File: src/include/flash_params.svh
/*
 Constants for the flash self-programming controller: register indexes, field positions,
 reset values, key values and timing figures.
 Assumes it is included by its bare name from the include directory.
*/
`ifndef FLASH_PARAMS_SVH
`define FLASH_PARAMS_SVH

// Register indexes; the bus byte address is four times the index.
`define IDX_OP_CONTROL 16'h0760
`define IDX_ADDR_LOW 16'h0762
`define IDX_ADDR_UPPER 16'h0764
`define IDX_UNLOCK_KEY 16'h0766
`define IDX_PAGE_POINTER 16'h0768

// Control register fields.
`define CON_WR_BIT 15
`define CON_WRITE_ENABLE_BIT_BIT 14
`define CON_WRITE_ERROR_FLAG_BIT 13
`define CON_WRITE_TERMINATE_FLAG_BIT 8
`define CON_ERASE_BIT 6
`define CON_TYPE_MSB 3
`define CON_TYPE_LSB 0
`define CON_OPSEL_MSB 6
`define CON_TYPE_MULTIWORD 4'h1
`define CON_RESET 16'h0000
`define ADDR_UPPER_RESET 8'h00

// Unlock key values.
`define KEY_FIRST 8'h55
`define KEY_SECOND 8'hAA

// Flash geometry: 32 words per row, 128 rows per panel.
`define ROW_WORDS 32
`define LAST_WORD_IDX 5'h1F
`define WORD_IDX_MSB 5
`define WORD_IDX_LSB 1
`define PANEL_LSB 13

// Table handshake phases.
`define PHASE_WRITE_DONE 2'h1
`define PHASE_READ_DONE 2'h2

// Operation time and clock period, and the cycle count derived from them.
`define OP_TIME_NS 2000000
`define CLK_PERIOD_NS 5
`define OP_CYCLES (`OP_TIME_NS / `CLK_PERIOD_NS)

`endif

File: src/include/flash_pkg.sv
/*
 Types used by the flash self-programming controller; its timer uses none of them.
 Assumes nothing of its surroundings.
*/
package flash_pkg;

   // Sequencer states.
   typedef enum logic [1:0] {ST_IDLE, ST_STREAM, ST_WAIT} seq_state_type;

   // Progress through the unlock key sequence.
   typedef enum logic [1:0] {KEY_IDLE, KEY_GOT_FIRST, KEY_ARMED} key_state_type;

endpackage : flash_pkg

File: src/include/op_timer_if.sv
/*
 Link between the sequencer and the operation timer.
 Assumes both ends run on the same clock.
*/
`timescale 1ns/1ps

interface op_timer_if;
   logic start;
   logic done;
   logic busy;

   modport ctrl (output start, input done, input busy);
   modport timer (input start, output done, output busy);
endinterface : op_timer_if

File: src/flash_op_timer.sv
/*
 Times one erase or program operation of the flash.
 Assumes start is a one-cycle pulse that arrives only while the timer is idle.
*/
`timescale 1ns/1ps

module flash_op_timer #(
   parameter int unsigned OP_CYCLES = 400000
) (
   input wire logic clk,
   input wire logic reset_n,
   op_timer_if.timer tif
);

   logic [31:0] count_q;
   logic busy_q;

   // The count runs down from the operation length less one to zero; done marks its last cycle.
   always_ff @(posedge clk) begin
      if (!reset_n) begin
         count_q <= 32'h0000_0000;
         busy_q <= 1'b0;
      end else if (tif.start) begin
         count_q <= OP_CYCLES - 32'd1;
         busy_q <= 1'b1;
      end else if (busy_q) begin
         if (count_q == 32'h0000_0000) begin
            busy_q <= 1'b0;
         end else begin
            count_q <= count_q - 32'd1;
         end
      end
   end

   assign tif.busy = busy_q;
   assign tif.done = busy_q && (count_q == 32'h0000_0000);

endmodule : flash_op_timer

File: src/flash_self_program_ctrl.sv
/*
 Run-time self-programming controller: table access through write latches, target
 address capture, unlock key and timed row erase or row program.
 Assumes an Avalon-MM master on the register port, a processor core on the table port
 and a flash macro whose read data follows flashAddr within the same cycle.
*/
`timescale 1ns/1ps
`include "flash_params.svh"

module flash_self_program_ctrl
   import flash_pkg::*;
#(
   parameter int unsigned OP_CYCLES = `OP_CYCLES
) (
   input wire logic clk,
   input wire logic reset_n,
   input wire logic [15:0] address,
   input wire logic read,
   input wire logic write,
   input wire logic [31:0] writedata,
   input wire logic [3:0] byteenable,
   output logic [31:0] readdata,
   output logic waitrequest,
   input wire logic tableValid,
   input wire logic tableWrite,
   input wire logic tableHigh,
   input wire logic tableByte,
   input wire logic [15:0] effectiveAddr,
   input wire logic [15:0] tableWdata,
   output logic tableReady,
   output logic [15:0] tableRdata,
   output logic [23:0] flashAddr,
   input wire logic [23:0] flashRdata,
   output logic flashErase,
   output logic flashWordValid,
   output logic [4:0] flashWordIdx,
   output logic [23:0] flashWordData,
   output logic cpuStall
);

   ////////////////////////////////////////////////////////////////////////////////////////
   // Helpers.

   // Byte address of a register from its index.
   function automatic logic [15:0] regAddr(input logic [15:0] idx);
      regAddr = {idx[13:0], 2'b00};
   endfunction : regAddr

   // Merge the two low byte lanes of a bus write into a 16-bit register.
   function automatic logic [15:0] mergeLanes(input logic [15:0] old, input logic [31:0] data,
                                              input logic [3:0] be);
      mergeLanes = {be[1] ? data[15:8] : old[15:8], be[0] ? data[7:0] : old[7:0]};
   endfunction : mergeLanes

   // Pick the table read data out of a 24-bit program word.
   function automatic logic [15:0] readSel(input logic [23:0] word, input logic high,
                                           input logic byteMode, input logic odd);
      if (high) begin
         readSel = (byteMode && odd) ? 16'h0000 : {8'h00, word[23:16]};
      end else if (byteMode) begin
         readSel = {8'h00, odd ? word[15:8] : word[7:0]};
      end else begin
         readSel = word[15:0];
      end
   endfunction : readSel

   ////////////////////////////////////////////////////////////////////////////////////////
   // State.

   logic ackQ;
   logic [31:0] readdataQ;
   logic wrAcc;
   logic conWrQ, conWrenQ, conErrQ;
   logic [6:0] conOpQ;
   logic [15:0] addrLowQ;
   logic [7:0] addrUpperQ;
   logic [7:0] pageQ;
   key_state_type keyStageQ;
   seq_state_type stateQ;
   logic [1:0] phaseQ;
   logic [23:0] latchQ [`ROW_WORDS];
   logic [10:0] latchPanelQ;
   logic [4:0] idxQ;
   logic flashEraseQ;
   logic [23:0] flashAddrQ;
   logic [15:0] tableRdataQ;
   logic [15:0] conNew;
   logic conHit, keyHit, startReq, startOp, busy;
   logic [23:0] target;
   op_timer_if tif ();

   flash_op_timer #(
      .OP_CYCLES(OP_CYCLES)
   ) opTimer (
      .clk(clk),
      .reset_n(reset_n),
      .tif(tif)
   );

   ////////////////////////////////////////////////////////////////////////////////////////
   // Avalon-MM slave: every access waits exactly one cycle, then completes.

   // A request is held off for one cycle so read data can come from a flip-flop.
   always_ff @(posedge clk) begin
      if (!reset_n) begin
         ackQ <= 1'b0;
      end else begin
         ackQ <= (read || write) && !ackQ;
      end
   end

   assign waitrequest = (read || write) && !ackQ;
   assign wrAcc = write && ackQ;
   assign conHit = (address == regAddr(`IDX_OP_CONTROL));
   assign keyHit = (address == regAddr(`IDX_UNLOCK_KEY));
   assign conNew = mergeLanes({conWrQ, conWrenQ, conErrQ, 4'h0, 1'b0, 1'b0, conOpQ},
                              writedata, byteenable);

   // Read data is latched in the waiting cycle; the key and unmapped addresses read zero.
   always_ff @(posedge clk) begin
      if (!reset_n) begin
         readdataQ <= 32'h0000_0000;
      end else if (read && !ackQ) begin
         if (conHit) begin
            readdataQ <= {16'h0000, conWrQ, conWrenQ, conErrQ, 4'h0, 1'b0, 1'b0, conOpQ};
         end else if (address == regAddr(`IDX_ADDR_LOW)) begin
            readdataQ <= {16'h0000, addrLowQ};
         end else if (address == regAddr(`IDX_ADDR_UPPER)) begin
            readdataQ <= {24'h00_0000, addrUpperQ};
         end else if (address == regAddr(`IDX_PAGE_POINTER)) begin
            readdataQ <= {24'h00_0000, pageQ};
         end else begin
            readdataQ <= 32'h0000_0000;
         end
      end
   end

   assign readdata = readdataQ;

   ////////////////////////////////////////////////////////////////////////////////////////
   // Unlock key and start decision.

   // Any write other than the expected next key byte breaks the sequence, so the two
   // key writes must be back to back on the bus.
   always_ff @(posedge clk) begin
      if (!reset_n) begin
         keyStageQ <= KEY_IDLE;
      end else if (wrAcc) begin
         if (keyHit && byteenable[0] && writedata[7:0] == `KEY_FIRST) begin
            keyStageQ <= KEY_GOT_FIRST;
         end else if (keyHit && byteenable[0] && writedata[7:0] == `KEY_SECOND &&
                      keyStageQ == KEY_GOT_FIRST) begin
            keyStageQ <= KEY_ARMED;
         end else begin
            keyStageQ <= KEY_IDLE;
         end
      end
   end

   assign busy = (stateQ != ST_IDLE);
   assign target = {addrUpperQ, addrLowQ};
   assign startReq = wrAcc && conHit && byteenable[1] && conNew[`CON_WR_BIT] && !busy;
   // Start needs enable, a multi-word type, the armed key and, for a program, latches
   // loaded inside the target's panel.
   assign startOp = startReq && conNew[`CON_WRITE_ENABLE_BIT_BIT] && keyStageQ == KEY_ARMED &&
                    conNew[`CON_TYPE_MSB:`CON_TYPE_LSB] == `CON_TYPE_MULTIWORD &&
                    (conNew[`CON_ERASE_BIT] ||
                     latchPanelQ == target[23:`PANEL_LSB]);

   ////////////////////////////////////////////////////////////////////////////////////////
   // Control register.

   // Software writes the fields while idle; the start bit only ever rises through a valid
   // start and falls when the operation ends. A refused start raises the error flag,
   // which wins over a clear in the same write.
   always_ff @(posedge clk) begin
      if (!reset_n) begin
         {conWrQ, conWrenQ, conErrQ} <= 3'b000;
         conOpQ <= 7'(`CON_RESET);
      end else begin
         if (wrAcc && conHit && !busy) begin
            conWrenQ <= conNew[`CON_WRITE_ENABLE_BIT_BIT];
            conErrQ <= conNew[`CON_WRITE_ERROR_FLAG_BIT] || (startReq && !startOp);
            conOpQ <= conNew[`CON_OPSEL_MSB:0];
         end
         if (startOp) begin
            conWrQ <= 1'b1;
         end else if (tif.done) begin
            conWrQ <= 1'b0;
         end
      end
   end

   ////////////////////////////////////////////////////////////////////////////////////////
   // Sequencer: erase goes straight to the timed wait, program streams the row first.

   always_ff @(posedge clk) begin
      if (!reset_n) begin
         stateQ <= ST_IDLE;
         idxQ <= 5'h00;
         flashEraseQ <= 1'b0;
      end else begin
         flashEraseQ <= 1'b0;
         case (stateQ)
            ST_IDLE: begin
               idxQ <= 5'h00;
               if (startOp && conNew[`CON_ERASE_BIT]) begin
                  flashEraseQ <= 1'b1;
                  stateQ <= ST_WAIT;
               end else if (startOp) begin
                  stateQ <= ST_STREAM;
               end
            end
            ST_STREAM: begin
               idxQ <= idxQ + 5'h01;
               if (idxQ == `LAST_WORD_IDX) begin
                  stateQ <= ST_WAIT;
               end
            end
            ST_WAIT: begin
               if (tif.done) begin
                  stateQ <= ST_IDLE;
               end
            end
            default: begin
               stateQ <= ST_IDLE;
            end
         endcase
      end
   end

   // The timer starts with an erase, or in the same cycle as the last latch word is handed over.
   assign tif.start = (startOp && conNew[`CON_ERASE_BIT]) ||
                      (stateQ == ST_STREAM && idxQ == `LAST_WORD_IDX);
   assign cpuStall = busy;
   assign flashErase = flashEraseQ;
   assign flashWordValid = (stateQ == ST_STREAM);
   assign flashWordIdx = idxQ;
   assign flashWordData = latchQ[idxQ];

   ////////////////////////////////////////////////////////////////////////////////////////
   // Table port: writes finish in two cycles, reads in three; refused while stalled.

   assign tableReady = tableValid && !busy &&
                       phaseQ == (tableWrite ? `PHASE_WRITE_DONE : `PHASE_READ_DONE);

   always_ff @(posedge clk) begin
      if (!reset_n) begin
         phaseQ <= 2'h0;
      end else if (tableReady || !tableValid) begin
         phaseQ <= 2'h0;
      end else if (!busy) begin
         phaseQ <= phaseQ + 2'h1;
      end
   end

   // Address registers: a table access captures its address in its first cycle, a bus
   // write in the same cycle takes precedence.
   always_ff @(posedge clk) begin
      if (!reset_n) begin
         addrLowQ <= 16'h0000;
         addrUpperQ <= `ADDR_UPPER_RESET;
         pageQ <= 8'h00;
      end else begin
         if (tableValid && !busy && phaseQ == 2'h0) begin
            addrLowQ <= effectiveAddr;
            addrUpperQ <= pageQ;
         end
         if (wrAcc && address == regAddr(`IDX_ADDR_LOW)) begin
            addrLowQ <= mergeLanes(addrLowQ, writedata, byteenable);
         end
         if (wrAcc && address == regAddr(`IDX_ADDR_UPPER) && byteenable[0]) begin
            addrUpperQ <= writedata[7:0];
         end
         if (wrAcc && address == regAddr(`IDX_PAGE_POINTER) && byteenable[0]) begin
            pageQ <= writedata[7:0];
         end
      end
   end

   // The flash address follows a table access, or points at the target row at a start.
   always_ff @(posedge clk) begin
      if (!reset_n) begin
         flashAddrQ <= 24'h00_0000;
      end else if (startOp) begin
         flashAddrQ <= {target[23:`WORD_IDX_MSB + 1], 6'h00};
      end else if (tableValid && !busy && phaseQ == 2'h0) begin
         flashAddrQ <= {pageQ, effectiveAddr};
      end
   end

   assign flashAddr = flashAddrQ;

   // Read data is taken one cycle after the address has reached the flash.
   always_ff @(posedge clk) begin
      if (!reset_n) begin
         tableRdataQ <= 16'h0000;
      end else if (tableValid && !tableWrite && !busy && phaseQ == `PHASE_WRITE_DONE) begin
         tableRdataQ <= readSel(flashRdata, tableHigh, tableByte, effectiveAddr[0]);
      end
   end

   assign tableRdata = tableRdataQ;

   // Latch loads touch only the latches; the high half keeps the low source byte, and
   // the odd byte of the high half does not exist.
   always_ff @(posedge clk) begin
      if (!reset_n) begin
         latchPanelQ <= 11'h000;
         for (int i = 0; i < `ROW_WORDS; i++) begin
            latchQ[i] <= 24'hFF_FFFF;
         end
      end else if (tableReady && tableWrite) begin
         latchPanelQ <= {pageQ, effectiveAddr[15:`PANEL_LSB]};
         if (tableHigh && !(tableByte && effectiveAddr[0])) begin
            latchQ[effectiveAddr[`WORD_IDX_MSB:`WORD_IDX_LSB]][23:16] <= tableWdata[7:0];
         end else if (!tableHigh && tableByte && effectiveAddr[0]) begin
            latchQ[effectiveAddr[`WORD_IDX_MSB:`WORD_IDX_LSB]][15:8] <= tableWdata[7:0];
         end else if (!tableHigh && tableByte) begin
            latchQ[effectiveAddr[`WORD_IDX_MSB:`WORD_IDX_LSB]][7:0] <= tableWdata[7:0];
         end else if (!tableHigh) begin
            latchQ[effectiveAddr[`WORD_IDX_MSB:`WORD_IDX_LSB]][15:0] <= tableWdata;
         end
      end
   end
endmodule : flash_self_program_ctrl

File: config.mk
export PLATFORM = sky130hd
export DESIGN_NAME = flash_self_program_ctrl
export DESIGN_NICKNAME = d
export VERILOG_FILES = /design/src/include/flash_pkg.sv /design/src/include/op_timer_if.sv /design/src/flash_op_timer.sv /design/src/flash_self_program_ctrl.sv
export VERILOG_INCLUDE_DIRS = /design/src /design/src/include
export SDC_FILE = /design/constraint.sdc
export NUM_CORES = 1
export LEC_CHECK = 0
export ABC_CLOCK_PERIOD_IN_PS = 3400
export BUFFER_PORTS_ARGS = -buffer_cell sky130_fd_sc_hd__buf_2
export CAP_MARGIN = 30
export CORE_UTILIZATION = 35
export CTS_BUF_LIST = sky130_fd_sc_hd__clkbuf_8
export CTS_CLUSTER_SIZE = 40
export DETAILED_ROUTE_END_ITERATION = 6
export PLACE_DENSITY = 0.59
export SETUP_SLACK_MARGIN = 0.4
export SLEW_MARGIN = 10
export SYNTH_ARGS = -nofsm -noshare
export SYNTH_HDL_FRONTEND = slang
export SYNTH_SLANG_ARGS = --single-unit
export TNS_END_PERCENT = 50
File: constraint.sdc
create_clock -name clk -period 3.4 [get_ports clk]
set_input_delay 0.34 -clock clk [delete_from_list [all_inputs] [get_ports clk]]
set_output_delay 0.34 -clock clk [all_outputs]
set_load 0.05 [all_outputs]
## Word-level counts from Yosys, hierarchy flattened

Memories as Yosys holds them, arrays and structs flattened. A register that Yosys moved wholly into a read port is not among the register bits.
Cells that the tools add are included.

- Register bits after elaboration: 171
- RAM bits: 768
- Input port bits: 116
- Output and inout bits: 106
- Logic and storage cells: 188
- Memories kept: 1

- $add $sub $neg: 3
- Equal/unequal tests: 22
- Mux-type cells: 66
- Bitwise logic cells: 4
- Reductions and logical operators: 69

Memory list:

| memory | depth | bits a word | rd ports | clocked after memory_dff | write ports | RTL line | text |
|---|---|---|---|---|---|---|---|
| latchQ | 32 | 24 | 1 | 1 | 32 | flash_self_program_ctrl.sv:81 | `` logic [23:0] latchQ [`ROW_WORDS]; `` |

Operator list:

| operator | number |
|---|---|
| $mux 16 | 6 |
| $mux 8 | 11 |
| $eq 16x13->1 const B | 5 |
| $mux 24 | 3 |
| $mux 19 | 3 |
| $logic_and 1x1->1 | 36 |
| $logic_not 32->1 | 1 |
| $sub 32x1->32 const B | 1 |
| $mux 1 | 29 |
| $reduce_or 24->1 | 1 |
| $mux 5 | 3 |
| $mux 2 | 7 |
| $reduce_bool 2->1 | 7 |
| $reduce_and 2->1 | 6 |
| $eq 11x11->1 | 1 |
| $pmux 5 s2 | 1 |
| $eq 8x7->1 const B | 1 |
| $eq 8x8->1 const B | 1 |
| $logic_not 1->1 | 7 |
| $mux 7 | 1 |
| $eq 2x1->1 const B | 3 |
| $ne 2x1->1 const B | 3 |
| $pmux 2 s3 | 1 |
| $reduce_or 2->1 | 3 |
| 14 further kinds | 23 |

## Depth between registers and ports, before layout

- Word-level depth: 13
- Gate-level depth with buffers: 11
- Gate-level depth less buffers: 7

## By module

Synthesis repeated with hierarchy kept, for this count alone.

- Cell total of the unflattened synthesis: 3111
- Area, all modules: 42802.3 um2

Modules (own cells, without submodules):

| module | instances | cells an instance | area an instance (um2) | sequential area each (um2) |
|---|---|---|---|---|
| flash_self_program_ctrl | 1 | 2927 | 41157.0 | 25604.6 |
| flash_op_timer | 1 | 184 | 1645.3 | 660.6 |

## Worst setup path before layout

Ideal clock, no wire load.

- Kind: register -> register
- Start: register stateQ[1]
- End: memory latchQ[19][0], enable pin
- Library setup time: 0.384 ns
- Arrival time: 2.975 ns
- Required time: 3.016 ns
- Setup slack: 0.041 ns
- Cell stages (with the launch flop): 12
- Path buffers: 5
- Clock period less this slack: 3.359 ns
- Path through: dfxtp_1 buf_6 nor2_8 inv_2 or4_1 clkbuf_1 or2_1 or3_1 buf_2 buf_6 clkbuf_1 o21ai_0

RTL lines:

| item | RTL line | text |
|---|---|---|
| from (decl) | flash_self_program_ctrl.sv:79 | `seq_state_type stateQ;` |
| from (signal assigned) | flash_self_program_ctrl.sv:199 | `stateQ <= ST_IDLE;` |
| from (signal assigned) | flash_self_program_ctrl.sv:209 | `stateQ <= ST_WAIT;` |
| from (signal assigned) | flash_self_program_ctrl.sv:211 | `stateQ <= ST_STREAM;` |
| to (decl) | flash_self_program_ctrl.sv:81 |  |

==> results.tsv <==
metric	value	unit
run status	finished with violations	
failing checks	negative setup slack	
Cells on Worst Hold Path	5	
final hold violation count	0	
Worst EP required	3.06	ns
post-synthesis mux area share	14.6	%
root buf cell	clkbuf_8	
Slew @ Worst Pin	1.04	ns
Reg clk slew, reported paths	0.06	ns
DRC viols	0	
Most Used Layer, Global Route	met2	
CP arrival	3.29	ns
Post-Place Setup Slack	0.324	ns
die width	350	µm
IO Pins	222	
Synth Flop Type	edfxtp_1	
global-route wire length before repair	176	mm
Core Region	120000	µm²
# fillers	10900	
clock skew	0.0382	ns
Synth Cell Area	42300	µm²
Yosys cell types	59	
Iteration-0 DRC Markers	2367	
Vias/cell	5.33	
Total Negative Setup Slacks	-4.07	ns
XOR/XNOR Fraction of Synth Area	0.786	%
peak supply drop	329	µV
Num Clock Sinks	928	
Setup CP Type	reg2out	
final HPWL from detailed placement	71.9	mm
Max-Cap Viols	0	
FMAX	276	MHz
Routed Antenna Nets	0	
H-tree depth	4	
CP endpoint kind	output port	
GP Congestion	0.812	
Reg2Reg Depth	8	
die height	350	µm
CP max stage delay	0.56	ns
# rows	127	
Area Overhead vs Synth	20.1	%
Final period util	107	%
CP max stage cell	mux4_2	
Yosys reg bits	928	
reg2reg setup slack	0.48	ns
starting density of the core	35.3	%
WL final	119	mm
antenna violations before repair	2	
layout cells sized above 1	26.5	%
drt first pass iters	5	
Post-synth EDFFs	768	
worst r2r dst	latchQ[30][1]	
met3 Use GR	4.28	%
Post-Synthesis Cells	3136	
cells along the critical path	buf_12, buf_16, buf_8, buf_16, mux4_2, mux4_2, mux2_4, buf_8	
fin crit period	3.63	ns
synthesized area per cell	13.5	µm²
Hold EP	tableRdata[4]	
Final setup viols	24	
Cell Pwr Density	445	nW/µm²
RSZ-0062 raised after global routing	true	
worst hold-check path type	in2reg	
Max-Slew Margin vs Limit	30.9	%
gr ovfl total	0	
total CTS buffers	150	
hold_sp	flashRdata[4]	
simple-gate share of the synthesized area	14.4	%
r2r startpoint	stateQ[0]	
clock buffer depth	3	
met2 Usage GRT	31.3	%
latest clock arrival within the worst-skew pair	0.82	ns
Leakage Power	13.8	nW
Startpoint Class	register	
routing usage on met1	25.1	%
crit path max fanout	7	
Yosys Warn Count	0	
async set-reset flop share out of synthesis	0	%
vias	27700	
area of the die	122000	µm²
drt wl/cell	22.8	µm
# port buffers	187	
PnR worst setup slack	-0.226	ns
Synth Area in Compound Gates	3.87	%
largest family of logic cells by synthesized area	multiplexers	
Global Route Usage Sum	19.2	%
Slew Limit Fails	0	
via count of the first global-routing pass	27900	
CTS tree	built	
largest net degree at the start of global routing	146	
Seq/Total Area, Yosys	62.0	%
adder-cell share of the synthesized area	0.177	%
final-stage net count	3595	
## how the worst max path moves through the flow
stage                   start           endpoint  slack (ns)
finish               register  flashWordData[15]       -0.23
global route         register  flashWordData[15]       -0.31
CTS                  register  flashWordData[20]       -0.30
detailed placement  stateQ[1]      latchQ[15][2]        0.32
global placement    stateQ[1]      latchQ[13][2]        0.37
floorplan           stateQ[1]     latchQ[11][10]        0.21
## critical path, delay by kind of cell, from the launching register on
kind / cells / cell delay [ns]
DFF: 1 / 0.40
muxes: 3 / 1.34
buffers and inverters: 5 / 0.72
## logic make-up (layout without fill, tap and decap cells)
| logic type | count (synthesis) | after routing |
|---|---|---|
| and+or+nand+nor | 1195 | 1195 |
| muxes | 315 | 315 |
| DFF | 928 | 928 |
| buffers and inverters | 383 | 816 |
| AOI/OAI and AO/OA | 270 | 270 |
| other | 1 | 17 |
| adders and majority gates | 6 | 6 |
| xor gates and xnor gates | 38 | 38 |
## report_power, final
part           switching (mW)  total, mW  leakage [nW]  internal [mW]
registers              0.0379       12.4          6.65           12.3
clock network            4.55       9.05          1.56           4.50
logic                   0.870       1.21          5.56          0.336
total                    5.46       22.6          13.8           17.2
## cell type report
| class | instances | area (µm²) | share of cell area [%] |
|---|---|---|---|
| timing repair buffer | 529 | 4850 | 9.53 |
| clock inverter | 102 | 483 | 0.950 |
| clock buffer | 161 | 2220 | 4.36 |
| inverter | 24 | 91.3 | 0.180 |
| multi-input combinational | 1840 | 14900 | 29.3 |
| sequential | 928 | 26300 | 51.7 |
| antenna | 1 | 2.50 | 0.00492 |
| tap | 1612 | 2020 | 3.97 |
## layout by cell type, fill, tap and decap left out, types with 34 or more instances in the layout
cell type and instances:
edfxtp_1 768, or3_1 516, nand2_1 397, mux4_2 240
buf_4 201, buf_2 162, clkbuf_8 161, dfxtp_1 155
nor2_1 145, a21oi_1 79, dlygate4sd3_1 79, inv_1 69
o21ai_0 55, mux2i_1 41, clkinv_1 36, a311oi_1 34
buf_12 34
## state kept, by name, summed over array words and instances (netlist names), 2 cells and up, named ones only
| name | cells |
|---|---|
| opTimer.count_q | 32 |
| conOpQ | 7 |
| flashAddr | 24 |
| addrUpperQ | 8 |
| phaseQ | 2 |
| flashWordIdx | 5 |
| readdata | 16 |
| stateQ | 2 |
| pageQ | 8 |
| tableRdata | 16 |
| latchQ | 768 |
| keyStageQ | 2 |
| addrLowQ | 16 |
| latchPanelQ | 11 |
## cell usage after synthesis, drive strengths merged (11+ instances only)
library cell / instances / area [µm²]
a21oi: 79 / 395
a22oi: 11 / 82.6
a311oi: 34 / 298
buf: 92 / 632
clkbuf: 267 / 1000
dfxtp: 160 / 3200
edfxtp: 768 / 23100
inv: 24 / 90.1
mux2: 26 / 293
mux2i: 49 / 490
mux4: 240 / 5410
nand2: 398 / 1490
nand3: 32 / 160
nor2: 146 / 564
nor3: 26 / 135
nor4: 13 / 81.3
o21ai: 108 / 541
o221ai: 16 / 140
or3: 517 / 3230
xnor2: 26 / 228
xor2: 12 / 105
## metrics by stage
stage	power, mW	hold slack (ns)	std cells	instance area (µm²)	utilization (%)
2_1_floorplan	13.2	0.424	3151	42500	-
3_3_place_gp	13.7	0.437	4808	45900	38.3
3_5_place_dp	13.7	0.440	4808	45900	38.3
4_1_cts	22.8	0.00263	5181	50500	42.1
5_1_grt	23.3	0.0388	5197	50900	42.4
6_report	22.6	0.0868	5197	50900	42.4
## what timing repair did
item                                   in CTS  in global routing
resized for setup                         110                 38
endpoints found under the hold margin     149                  0
buffers inserted                           19                  8
cloned                                     12                  6
setup endpoints to repair                 187                211
pin swaps                                   1                  2
hold buffers                               79                  0
## layer usage
metal	vias to the layer above	share of wire, %
li1	12500	-
met1	14000	41
met2	1013	48
met3	198	7.6
met4	0	2.8
met5	-	0
Power figures use the tool's default switching activity.
